--- config.mk ---
export PLATFORM = sky130hd
export DESIGN_NAME = rsb_top
export DESIGN_NICKNAME = d
export VERILOG_FILES = /design/src/rtl/rsb_pkg.sv /design/src/rtl/rsb_top.sv
export SDC_FILE = /design/constraint.sdc
export NUM_CORES = 1
export LEC_CHECK = 0
export BUFFER_PORTS_ARGS = -buffer_cell sky130_fd_sc_hd__buf_2
export CORE_MARGIN = 2
export CORE_UTILIZATION = 48
export CTS_BUF_LIST = sky130_fd_sc_hd__clkbuf_8
export DETAILED_ROUTE_END_ITERATION = 12
export PLACE_DENSITY_LB_ADDON = 0.3
export SYNTH_ARGS = -nofsm -noshare
export SYNTH_HDL_FRONTEND = slang
export SYNTH_SLANG_ARGS = --single-unit
--- constraint.sdc ---
create_clock -name clk -period 5.5 [get_ports clk]
set_clock_uncertainty 0.15 [all_clocks]
set_input_delay 1.1 -clock clk [delete_from_list [all_inputs] [get_ports clk]]
set_output_delay 1.1 -clock clk [all_outputs]
set_load 0.01 [all_outputs]
--- src/rtl/rsb_pkg.sv ---
/*
 * rsb_pkg: constants, register map and carrier types for the receiver
 * status and bring-up line block.
 * Assumes a 20 MHz system clock and a classic Wishbone slave with 32-bit
 * data and byte addresses.
 */
package rsb_pkg;

    // ****************************************************************
    // clock and timing
    // ****************************************************************
    localparam int unsigned CLK_MHZ        = 20;
    localparam int unsigned BOOT_TIME_US   = 100;
    localparam int unsigned BOOT_CYCLES    = BOOT_TIME_US * CLK_MHZ;
    localparam int unsigned BOOT_CNT_W     = 11;
    localparam logic [10:0] BOOT_LAST      = 11'(BOOT_CYCLES - 1);
    localparam int unsigned BLINK_TIME_MS  = 250;
    localparam int unsigned BLINK_CYCLES   = BLINK_TIME_MS * CLK_MHZ * 1000;
    localparam int unsigned BLINK_CNT_W    = 23;

    // ****************************************************************
    // register map (byte addresses)
    // ****************************************************************
    localparam int unsigned ADR_W          = 5;
    localparam logic [4:0]  OFS_CTRL       = 5'h00;
    localparam logic [4:0]  OFS_HEALTH     = 5'h04;
    localparam logic [4:0]  OFS_LOG_HDR    = 5'h08;
    localparam logic [4:0]  OFS_INT_STAT   = 5'h0C;
    localparam logic [4:0]  OFS_INT_MASK   = 5'h10;

    // ctrl field positions
    localparam int unsigned CTRL_FW_READY  = 0;
    localparam int unsigned CTRL_POS_VALID = 1;
    localparam int unsigned CTRL_ERROR     = 2;
    localparam int unsigned CTRL_ANT_EN    = 3;
    localparam int unsigned CTRL_W         = 4;

    // interrupt event positions
    localparam int unsigned EV_BOOT        = 0;
    localparam int unsigned EV_POS_RISE    = 1;
    localparam int unsigned EV_POS_FALL    = 2;
    localparam int unsigned EV_ANT_FAULT   = 3;
    localparam int unsigned EV_ERROR       = 4;
    localparam int unsigned EV_W           = 5;

    // reset values
    localparam logic [3:0]  CTRL_RESET     = 4'h0;
    localparam logic [4:0]  INT_RESET      = 5'h00;
    localparam logic [31:0] WORD_ZERO      = 32'h0000_0000;

    // ****************************************************************
    // types
    // ****************************************************************
    typedef struct packed {
        logic ant_en;
        logic error;
        logic pos_valid;
        logic fw_ready;
    } rsb_ctrl_t;

    // receiver status word, bit 0 is error
    typedef struct packed {
        logic [25:0] rsvd;
        logic        int_pending;
        logic        boot_done;
        logic        pos_valid;
        logic        ant_en;
        logic        ant_fault;
        logic        error;
    } rsb_status_t;

    typedef enum logic [3:0] {
        RSB_HELD  = 4'b0001,
        RSB_BOOT  = 4'b0010,
        RSB_WAIT  = 4'b0100,
        RSB_READY = 4'b1000
    } rsb_state_t;

endpackage

--- src/rtl/rsb_top.sv ---
/*
 * rsb_top: supervisory pins of the receiver. Host reset request in, boot
 * complete flag out, position valid, error, red/green status lines,
 * antenna supply enable out and antenna fault in, plus the 32-bit
 * receiver status word readable as health log and as log header copy.
 * Assumes internal firmware reaches the registers over classic Wishbone
 * on clk, and that reset_req_n and antenna_fault_input are asynchronous
 * pins.
 */
`timescale 1ns/10ps

// Function
// - boot flag only after boot and ready
// - antenna supply enable output switches antenna power
// - antenna enable high means power on
// - antenna fault input sampled by the device
// - position valid follows current solution validity
// - error output on unrecoverable condition
// - log header carries identical status word
// - red and green lines show state, errors
module rsb_top #(
    parameter int unsigned BLINK_CYCLES = rsb_pkg::BLINK_CYCLES
) (
    input  wire logic        clk,
    input  wire logic        rst,
    input  wire logic        wb_cyc,
    input  wire logic        wb_stb,
    input  wire logic        wb_we,
    input  wire logic [4:0]  wb_adr,
    input  wire logic [3:0]  wb_sel,
    input  wire logic [31:0] wb_dat_w,
    output logic      [31:0] wb_dat_r,
    output logic             wb_ack,
    output logic             irq,
    input  wire logic        reset_req_n,
    input  wire logic        antenna_fault_input,
    output logic             boot_complete_flag,
    output logic             position_valid_out,
    output logic             error_out,
    output logic             antenna_supply_enable,
    output logic             status_red,
    output logic             status_green
);

    // ****************************************************************
    // pin synchronisers
    // ****************************************************************
    logic [1:0]              sync1;
    logic [1:0]              sync2;
    logic                    fault_d;
    logic                    req_active;
    logic                    fault_active;

    // two flops per pin; fault pin idles high, reset pin reads as held
    always_ff @(posedge clk or posedge rst) begin
        if (rst) begin
            sync1 <= 2'b10;
            sync2 <= 2'b10;
        end else begin
            sync1 <= {antenna_fault_input, reset_req_n};
            sync2 <= sync1;
        end
    end

    assign req_active   = ~sync2[0];
    assign fault_active = ~sync2[1];

    // ****************************************************************
    // bus slave and registers
    // ****************************************************************
    rsb_pkg::rsb_ctrl_t      ctrl;
    rsb_pkg::rsb_status_t    status_word;
    rsb_pkg::rsb_state_t     state;
    logic [4:0]              int_stat;
    logic [4:0]              int_mask;
    logic [4:0]              events;
    logic [4:0]              int_clr;
    logic                    bus_req;
    logic                    wr_take;
    logic                    rd_take;
    logic [31:0]             next_dat;

    assign bus_req = wb_cyc & wb_stb & ~wb_ack;
    assign wr_take = wb_cyc & wb_stb & wb_ack & wb_we;
    assign rd_take = bus_req & ~wb_we;

    // read mux; unmapped addresses read zero
    always_comb begin
        next_dat = rsb_pkg::WORD_ZERO;
        unique case ({wb_adr[4:2], 2'b00})
            rsb_pkg::OFS_CTRL:     next_dat[3:0] = ctrl;
            rsb_pkg::OFS_HEALTH:   next_dat = status_word;
            rsb_pkg::OFS_LOG_HDR:  next_dat = status_word;
            rsb_pkg::OFS_INT_STAT: next_dat[4:0] = int_stat;
            rsb_pkg::OFS_INT_MASK: next_dat[4:0] = int_mask;
            default:               next_dat = rsb_pkg::WORD_ZERO;
        endcase
    end

    // ack one cycle after request, dropped the cycle after
    always_ff @(posedge clk or posedge rst) begin
        if (rst) begin
            wb_ack   <= 1'b0;
            wb_dat_r <= rsb_pkg::WORD_ZERO;
        end else begin
            wb_ack <= bus_req;
            if (rd_take) begin
                wb_dat_r <= next_dat;
            end
        end
    end

    // control register; error is sticky until reset request
    always_ff @(posedge clk or posedge rst) begin
        if (rst) begin
            ctrl <= rsb_pkg::CTRL_RESET;
        end else if (req_active) begin
            ctrl <= rsb_pkg::CTRL_RESET;
        end else if (wr_take && wb_sel[0] &&
                     wb_adr[4:2] == rsb_pkg::OFS_CTRL[4:2]) begin
            ctrl.fw_ready  <= wb_dat_w[rsb_pkg::CTRL_FW_READY];
            ctrl.pos_valid <= wb_dat_w[rsb_pkg::CTRL_POS_VALID];
            ctrl.error     <= ctrl.error |
                              wb_dat_w[rsb_pkg::CTRL_ERROR];
            ctrl.ant_en    <= wb_dat_w[rsb_pkg::CTRL_ANT_EN];
        end
    end

    // interrupt mask
    always_ff @(posedge clk or posedge rst) begin
        if (rst) begin
            int_mask <= rsb_pkg::INT_RESET;
        end else if (wr_take && wb_sel[0] &&
                     wb_adr[4:2] == rsb_pkg::OFS_INT_MASK[4:2]) begin
            int_mask <= wb_dat_w[4:0];
        end
    end

    // sticky status, cleared by read; a new event wins over the clear
    assign int_clr = (rd_take &&
                      wb_adr[4:2] == rsb_pkg::OFS_INT_STAT[4:2]) ?
                     int_stat : rsb_pkg::INT_RESET;

    always_ff @(posedge clk or posedge rst) begin
        if (rst) begin
            int_stat <= rsb_pkg::INT_RESET;
            irq      <= 1'b0;
        end else begin
            int_stat <= (int_stat & ~int_clr) | events;
            irq      <= |(((int_stat & ~int_clr) | events) & int_mask);
        end
    end

    // ****************************************************************
    // boot sequence
    // ****************************************************************
    logic [10:0]             boot_cnt;

    // held during reset request, counts boot time, waits for firmware
    always_ff @(posedge clk or posedge rst) begin
        if (rst) begin
            state <= rsb_pkg::RSB_HELD;
        end else if (req_active) begin
            state <= rsb_pkg::RSB_HELD;
        end else begin
            unique case (state)
                rsb_pkg::RSB_HELD: begin
                    state <= rsb_pkg::RSB_BOOT;
                end
                rsb_pkg::RSB_BOOT: begin
                    if (boot_cnt == rsb_pkg::BOOT_LAST) begin
                        state <= rsb_pkg::RSB_WAIT;
                    end
                end
                rsb_pkg::RSB_WAIT: begin
                    if (ctrl.fw_ready) begin
                        state <= rsb_pkg::RSB_READY;
                    end
                end
                rsb_pkg::RSB_READY: begin
                    state <= rsb_pkg::RSB_READY;
                end
                default: begin
                    state <= rsb_pkg::RSB_HELD;
                end
            endcase
        end
    end

    // boot timer runs only in the boot state
    always_ff @(posedge clk or posedge rst) begin
        if (rst) begin
            boot_cnt <= '0;
        end else if (state != rsb_pkg::RSB_BOOT || req_active) begin
            boot_cnt <= '0;
        end else begin
            boot_cnt <= boot_cnt + 11'h001;
        end
    end

    // ****************************************************************
    // blink divider
    // ****************************************************************
    logic [22:0]             blink_cnt;
    logic                    blink_phase;

    // toggles the blink phase once per blink period
    always_ff @(posedge clk or posedge rst) begin
        if (rst) begin
            blink_cnt   <= '0;
            blink_phase <= 1'b0;
        end else if (blink_cnt == 23'(BLINK_CYCLES - 1)) begin
            blink_cnt   <= '0;
            blink_phase <= ~blink_phase;
        end else begin
            blink_cnt <= blink_cnt + 23'h00_0001;
        end
    end

    // ****************************************************************
    // status word, events and pins
    // ****************************************************************
    logic                    ready_now;

    assign ready_now = (state == rsb_pkg::RSB_READY) & ~req_active;

    // status word assembled from live state
    always_ff @(posedge clk or posedge rst) begin
        if (rst) begin
            status_word <= rsb_pkg::WORD_ZERO;
        end else begin
            status_word.rsvd        <= '0;
            status_word.int_pending <= |(int_stat & int_mask);
            status_word.boot_done   <= ready_now;
            status_word.pos_valid   <= ctrl.pos_valid & ready_now;
            status_word.ant_en      <= ctrl.ant_en & ~req_active;
            status_word.ant_fault   <= fault_active;
            status_word.error       <= ctrl.error;
        end
    end

    // edge events of the pins and outputs
    always_ff @(posedge clk or posedge rst) begin
        if (rst) begin
            fault_d <= 1'b0;
        end else begin
            fault_d <= fault_active;
        end
    end

    always_comb begin
        events = rsb_pkg::INT_RESET;
        events[rsb_pkg::EV_BOOT]      = ready_now & ~boot_complete_flag;
        events[rsb_pkg::EV_POS_RISE]  = ctrl.pos_valid & ready_now &
                                        ~position_valid_out;
        events[rsb_pkg::EV_POS_FALL]  = ~(ctrl.pos_valid & ready_now) &
                                        position_valid_out;
        events[rsb_pkg::EV_ANT_FAULT] = fault_active & ~fault_d;
        events[rsb_pkg::EV_ERROR]     = ctrl.error & ~error_out;
    end

    // output pins, all registered
    always_ff @(posedge clk or posedge rst) begin
        if (rst) begin
            boot_complete_flag    <= 1'b0;
            position_valid_out    <= 1'b0;
            error_out             <= 1'b0;
            antenna_supply_enable <= 1'b0;
            status_red            <= 1'b0;
            status_green          <= 1'b0;
        end else begin
            boot_complete_flag    <= ready_now;
            position_valid_out    <= ctrl.pos_valid & ready_now;
            error_out             <= ctrl.error;
            antenna_supply_enable <= ctrl.ant_en & ~req_active;
            // red steady on error, flashing on antenna fault
            status_red   <= ctrl.error | (fault_active & blink_phase);
            // green steady with fix, flashing while ready without fix
            status_green <= ready_now &
                            (ctrl.pos_valid | blink_phase);
        end
    end
endmodule

==> results of run 1 <==
-- metrics by stage --
step	hold WS, ps	cells	util (%)
floorplan	181	366	-
finish	201	475	53.7
CTS	203	475	53.7
global route	221	475	53.7
global placement	187	460	51.1
detailed placement	187	460	51.1
-- sequential cells by signal, summed over array words and instances (netlist names), 2 cells and up --
signal	cells
blink_cnt	23
boot_cnt	11
wb_dat_r	6
int_mask	5
int_stat	5
ctrl	4
state	4
sync1	2
sync2	2
-- placed cells by master (no fill, tap or decap), types with 5 or more instances in the layout --
| master | n |
|---|---|
| mux2_2 | 11 |
| nor2b_1 | 5 |
| and3_1 | 5 |
| inv_1 | 12 |
| conb_1 | 26 |
| dfrtp_1 | 70 |
| xor2_1 | 13 |
| nand2_1 | 28 |
| nand3_1 | 15 |
| mux2i_1 | 7 |
| buf_2 | 29 |
| clkbuf_8 | 10 |
| nand4_1 | 8 |
| xnor2_1 | 14 |
| o21ai_0 | 14 |
| a222oi_1 | 5 |
| nor3_1 | 9 |
| nor2_1 | 33 |
-- metal layers --
metal	routed length [um]	share of wire, %	GRT usage (%)
met5	0	0	0
met1	2870	45	21.7
met3	316	4.9	5.28
met2	3170	49	27.9
met4	51	0.80	4.87
-- worst max-delay path: stages --
cell and delay (ps):
buf_2 110, nand4bb_1 320, a2111o_1 510, a222oi_1 340, o2111ai_1 170
-- cell type report --
cell class / instances / area [sq um]
clock buffers: 10 / 138
clock inverters: 5 / 48.8
multi-input cells: 246 / 1540
repair buffers: 30 / 153
flip-flops and latches: 73 / 1830
inverters: 12 / 45.0
fillers: 664 / 3340
well taps: 99 / 124
-- how the worst max path moves through the flow --
stage,from,end,slack [ps],cells after the start
global route,wb_we,irq$_DFF_PP0_,2920,5
floorplan,rst,antenna_supply_enable$_DFF_PP0_,2400,1
finish,wb_we,irq$_DFF_PP0_,3010,5
CTS,wb_we,irq$_DFF_PP0_,2990,5
global placement,wb_we,irq$_DFF_PP0_,2590,5
detailed placement,wb_we,irq$_DFF_PP0_,2620,5
-- cells by family (layout without fill, tap and decap cells) --
family          after synthesis  count (layout)  synth area share [%]
compound gates               38              38                  7.71
xor+xnor                     27              27                  6.65
fa+ha+maj                     2               2                 0.704
buf+inv                      47              57                  7.92
flops                        73              73                  51.5
mux                          18              18                  5.46
other cells                   1              26                 0.105
simple gates                135             135                  20.0
-- report_power, final --
part	switching, mW	internal (mW)	leakage (nW)
sequential	0.0110	0.553	0.966
combinational	0.0438	0.0231	0.787
clock	0.186	0.215	0.103
total	0.241	0.792	1.86
==> impl_metrics.yaml, run 1 <==
routing:
  ant_nets: 0
  wl_per_cell_um: 13.5
  drt_iter0_markers: 157
  vias_per_cell: 5.16
  dr.pass1.iters: 4
  wl_mm: 6.41
  drc: 0
  vias: 2452
synthesis:
  synth.top_cell.area_share_pct: 49.3
  synthCells: 341
  synth-seq-area-share_pct: 51.5
  yosysMostFrequentCell: "dfrtp_1"
  synth_top_area_cell: "dfrtp_1"
  netlist_area_sq_mm: 0.00355
  synth_top_cells_by_area: "dfrtp_1 (49%), buf_4 (5.5%), nor2_1 (3.5%)"
  synth_edf_count: 0
  avgSynthCellArea_sq_um: 10.4
  ys_ff_latch: 73
  ys.flop_type: "dfrtp_1"
  yosysWarnings: 0
  async_flop_share_pct: 100
  synthTopCellsByCount: "dfrtp_1 (70), nor2_1 (33), nand2_1 (28)"
  yosysUniqueCellTypes: 55
timing:
  setup_viol: 0
  fin_crit_ps: 2490
  setup_tns_ps: 0
  clock.fmax_mhz: 401
  fin_ws_ps: 3010
  min_period_over_period_pct: 45.4
  rsz0062_at_grt: "no"
  tightest_slew_ps: 595
  max_slew_margin_pct: 60.3
  hold_viol_final: 0
  slew_violations: 0
place:
  numPortBuffers: 29
  post-dp-hpwl_mm: 4.58
  dp_worst_setup_slack_ps: 2620
  dpl_cell_area_sq_mm: 0.00369
  place.gp.congestion: 0.808
finish:
  area_growth_syn_to_layout_pct: 9.01
  antenna_cells: 0
  drive_gt1_share_pct: 18.4
  fin_area_sq_mm: 0.00387
  final_nets: 422
pwr:
  leakage_nw: 1.86
  power.total_mw: 1.03
  max-vdd-ir-drop_v: 0.000132
  powerDensity_mw_per_mm2: 267
grt:
  overflow: 0
  antenna_found_initial: 0
  grt_pass1_wl_mm: 11.1
  first_global_vias: 2458
  grt_max_degree: 46
  track_usage_pct: 17.0
cts:
  clock-sinks: 73
  cts-root-buf: "clkbuf_8"
  ctsHoldBuffers: 0
  cts_tree: "built"
  cts_buffer_depth: 2
  numCtsBuffers: 9
  worstSkewPairLatency_ps: 340
  post_cts_resized: 0
  clkTransAtPathRegs_ps: 70
  postCtsSetupRepairBufs: 0
  cts_max_level: 3
worst_setup_path:
  path_class: "input pin to flip-flop"
  endpoint_kind: "flip-flop"
  r2r-start: "blink_cnt[0]$_DFF_PP0_"
  r2r_slack_ps: 3430
  rr_endpoint: "blink_cnt[14]$_DFF_PP0_"
  cp_max_fo: 6
  cp.arrival_ps: 2540
  start_kind: "input pin"
  rr_worst_depth: 5
  crit_required_ps: 5540
floorplanning:
  core-area_sq_mm: 0.00721
  die_x_um: 90.1
  row_count: 31
  dieArea_sq_mm: 0.00811
  die_y_um: 90.1
  initial_core_util_pct: 49.3
  ioPinCount: 88
outcome:
  run_status: "finished, final reports clean"
hold_path:
  hold_class: "flip-flop to flip-flop"
  hold_start: "sync1[0]$_DFF_PP0_"
  hold_depth: 0
  whs_endpoint: "sync2[0]$_DFF_PP0_"
run:
  maxCapViolCount: 0
Power figures use the tool's default switching activity.
==> inputs of run 2 (changes only) <==
==> constraint.sdc (replaced) <==
create_clock -name clk -period 2.16 [get_ports clk]
set_clock_uncertainty 0.15 [all_clocks]
set_input_delay 0.432 -clock clk [delete_from_list [all_inputs] [get_ports clk]]
set_output_delay 0.432 -clock clk [all_outputs]
set_load 0.01 [all_outputs]
==> run 2 against run 1 <==
Against the previous run:
- via count is 1.5% higher
- sequential share of layout area is 1.3 points lower
- largest cell class unchanged
- global-route usage is 0.74 points higher
- sequential cell count stayed put
- highest routed layer unchanged
- largest power group unchanged
- hold slack worse by 180 ps
==> impl_metrics.yaml, run 2 (synthesis gave the netlist of run 1 again) <==
worst_setup_path:
  cp_max_fo: 6
  start_kind: "flip-flop"
  r2r-start: "blink_cnt[0]$_DFF_PP0_"
  cp_slowest_cell: "or4_4"
  cp.arrival_ps: 2130
  setup.worst_path.start: "blink_cnt[0]$_DFF_PP0_"
  cp-endpoint: "blink_cnt[14]$_DFF_PP0_"
  crit_family: "simple AND/OR/NAND/NOR gates"
  crit_required_ps: 2300
  critical-path-max-stage-delay_ps: 520
  path_cells: "ha_1, nand2_1, or3_1, or4_4, a21oi_2"
  path_class: "flip-flop to flip-flop"
  rr_worst_depth: 5
  worstSetupPathDepth: 5
  path_buf_inv: 0
  r2r_slack_ps: 170
  endpoint_kind: "flip-flop"
  rr_endpoint: "blink_cnt[14]$_DFF_PP0_"
finish:
  layout_commonest_cell: "dfrtp_1"
  final_cell_mix: "dfrtp_1 (70), nor2_1 (33), buf_2 (29)"
  antenna_cells: 0
  final_nets: 429
  regArea_sq_mm: 0.00183
  top_regs: "blink_cnt: 23 flops, boot_cnt: 11 flops, wb_dat_r: 6 flops"
  fin_area_sq_mm: 0.00399
  multi_input_area_sq_mm: 0.00154
  fill_cells: 660
  area_growth_syn_to_layout_pct: 12.2
  regMostFlops: "blink_cnt"
  largest_register_ffs: 23
  drive_gt1_share_pct: 20.1
cts:
  worstSkewPairLatency_ps: 350
  cts_tree: "built"
  clock-sinks: 73
  post_cts_resized: 0
  numCtsBuffers: 9
  cts_buffer_depth: 2
  ctsHoldBuffers: 1
  postCtsSetupRepairBufs: 0
  cts-root-buf: "clkbuf_8"
  cts_max_level: 3
  clkTransAtPathRegs_ps: 80
run:
  maxCapViolCount: 0
pwr:
  powerDensity_mw_per_mm2: 709
  leakage_nw: 1.90
  max-vdd-ir-drop_v: 0.000379
  power.total_mw: 2.83
grt:
  first_global_vias: 2417
  antenna_found_initial: 0
  overflow: 0
  grt_pass1_wl_mm: 11.4
  track_usage_pct: 17.7
  grt_max_degree: 44
timing:
  clock.fmax_mhz: 501
  hold_viol_final: 0
  slew_violations: 0
  setup_viol: 0
  tightest_slew_ps: 628
  min_period_over_period_pct: 92.3
  max_slew_margin_pct: 57.8
  hold_ws_ps: 24.9
  fin_crit_ps: 1990
  setup_tns_ps: 0
  fin_ws_ps: 166
  rsz0062_at_grt: "no"
routing:
  vias: 2490
  wl_per_cell_um: 13.7
  dr.pass1.iters: 4
  wl_mm: 6.63
  drc: 0
  drt_iter0_markers: 159
  ant_nets: 0
  vias_per_cell: 5.16
floorplanning:
  initial_core_util_pct: 49.3
  dieArea_sq_mm: 0.00811
  ioPinCount: 88
  die_y_um: 90.1
  core-area_sq_mm: 0.00721
  die_x_um: 90.1
  row_count: 31
place:
  place.gp.congestion: 0.830
  numPortBuffers: 29
  dpl_cell_area_sq_mm: 0.00375
  post-dp-hpwl_mm: 4.77
  dp_worst_setup_slack_ps: 71.8
outcome:
  run_status: "finished, final reports clean"
hold_path:
  hold_class: "input pin to flip-flop"
## run 2: worst register-to-register path, cell delays in order (launching register included)
cell     delay [ps]
dfrtp_1         380
ha_1            210
nand2_1          90
or3_1           450
or4_4           520
a21oi_2         130
## run 2: area by class of cell
class,count,share of cell area [%]
Sequential cell,73,45.9
Multi-Input combinational cell,246,38.5
Tap cell,99,3.11
Timing Repair Buffer,37,5.52
Inverter,12,1.22
Clock inverter,5,1.94
Clock buffer,11,3.80
## run 2: through the flow
step,utilization [%],cells
6_report,55.3,483
5_1_grt,55.3,483
4_1_cts,55.3,483
3_5_place_dp,52.0,466
3_3_place_gp,52.0,466
2_1_floorplan,-,366
## run 2: report_power, final
part	total (mW)	switching (mW)	internal, mW
registers	1.44	0.0292	1.41
clock network	1.21	0.498	0.709
logic	0.182	0.116	0.0661
total	2.83	0.643	2.18
## run 2: how the worst min path moves through the flow
stage               slack (ps)            endpoint  depth (start not counted)           startpoint
finish                      20  sync1[1]$_DFF_PP1_                          1  antenna_fault_input
global route                10  sync1[1]$_DFF_PP1_                          1  antenna_fault_input
CTS                         10  sync1[1]$_DFF_PP1_                          1  antenna_fault_input
detailed placement         190  sync2[0]$_DFF_PP0_                          0   sync1[0]$_DFF_PP0_
global placement           190  sync2[0]$_DFF_PP0_                          0   sync1[0]$_DFF_PP0_
floorplan                  180  sync2[0]$_DFF_PP0_                          0   sync1[0]$_DFF_PP0_
## run 2: routing by layer
metal | up-vias | routed length, um | track usage (%)
li1 | 1210 | - | -
met1 | 1213 | 2910 | 22.7
met5 | - | 0 | 0
met3 | 12 | 291 | 3.60
met4 | 0 | 170 | 9.87
met2 | 55 | 3260 | 28.2
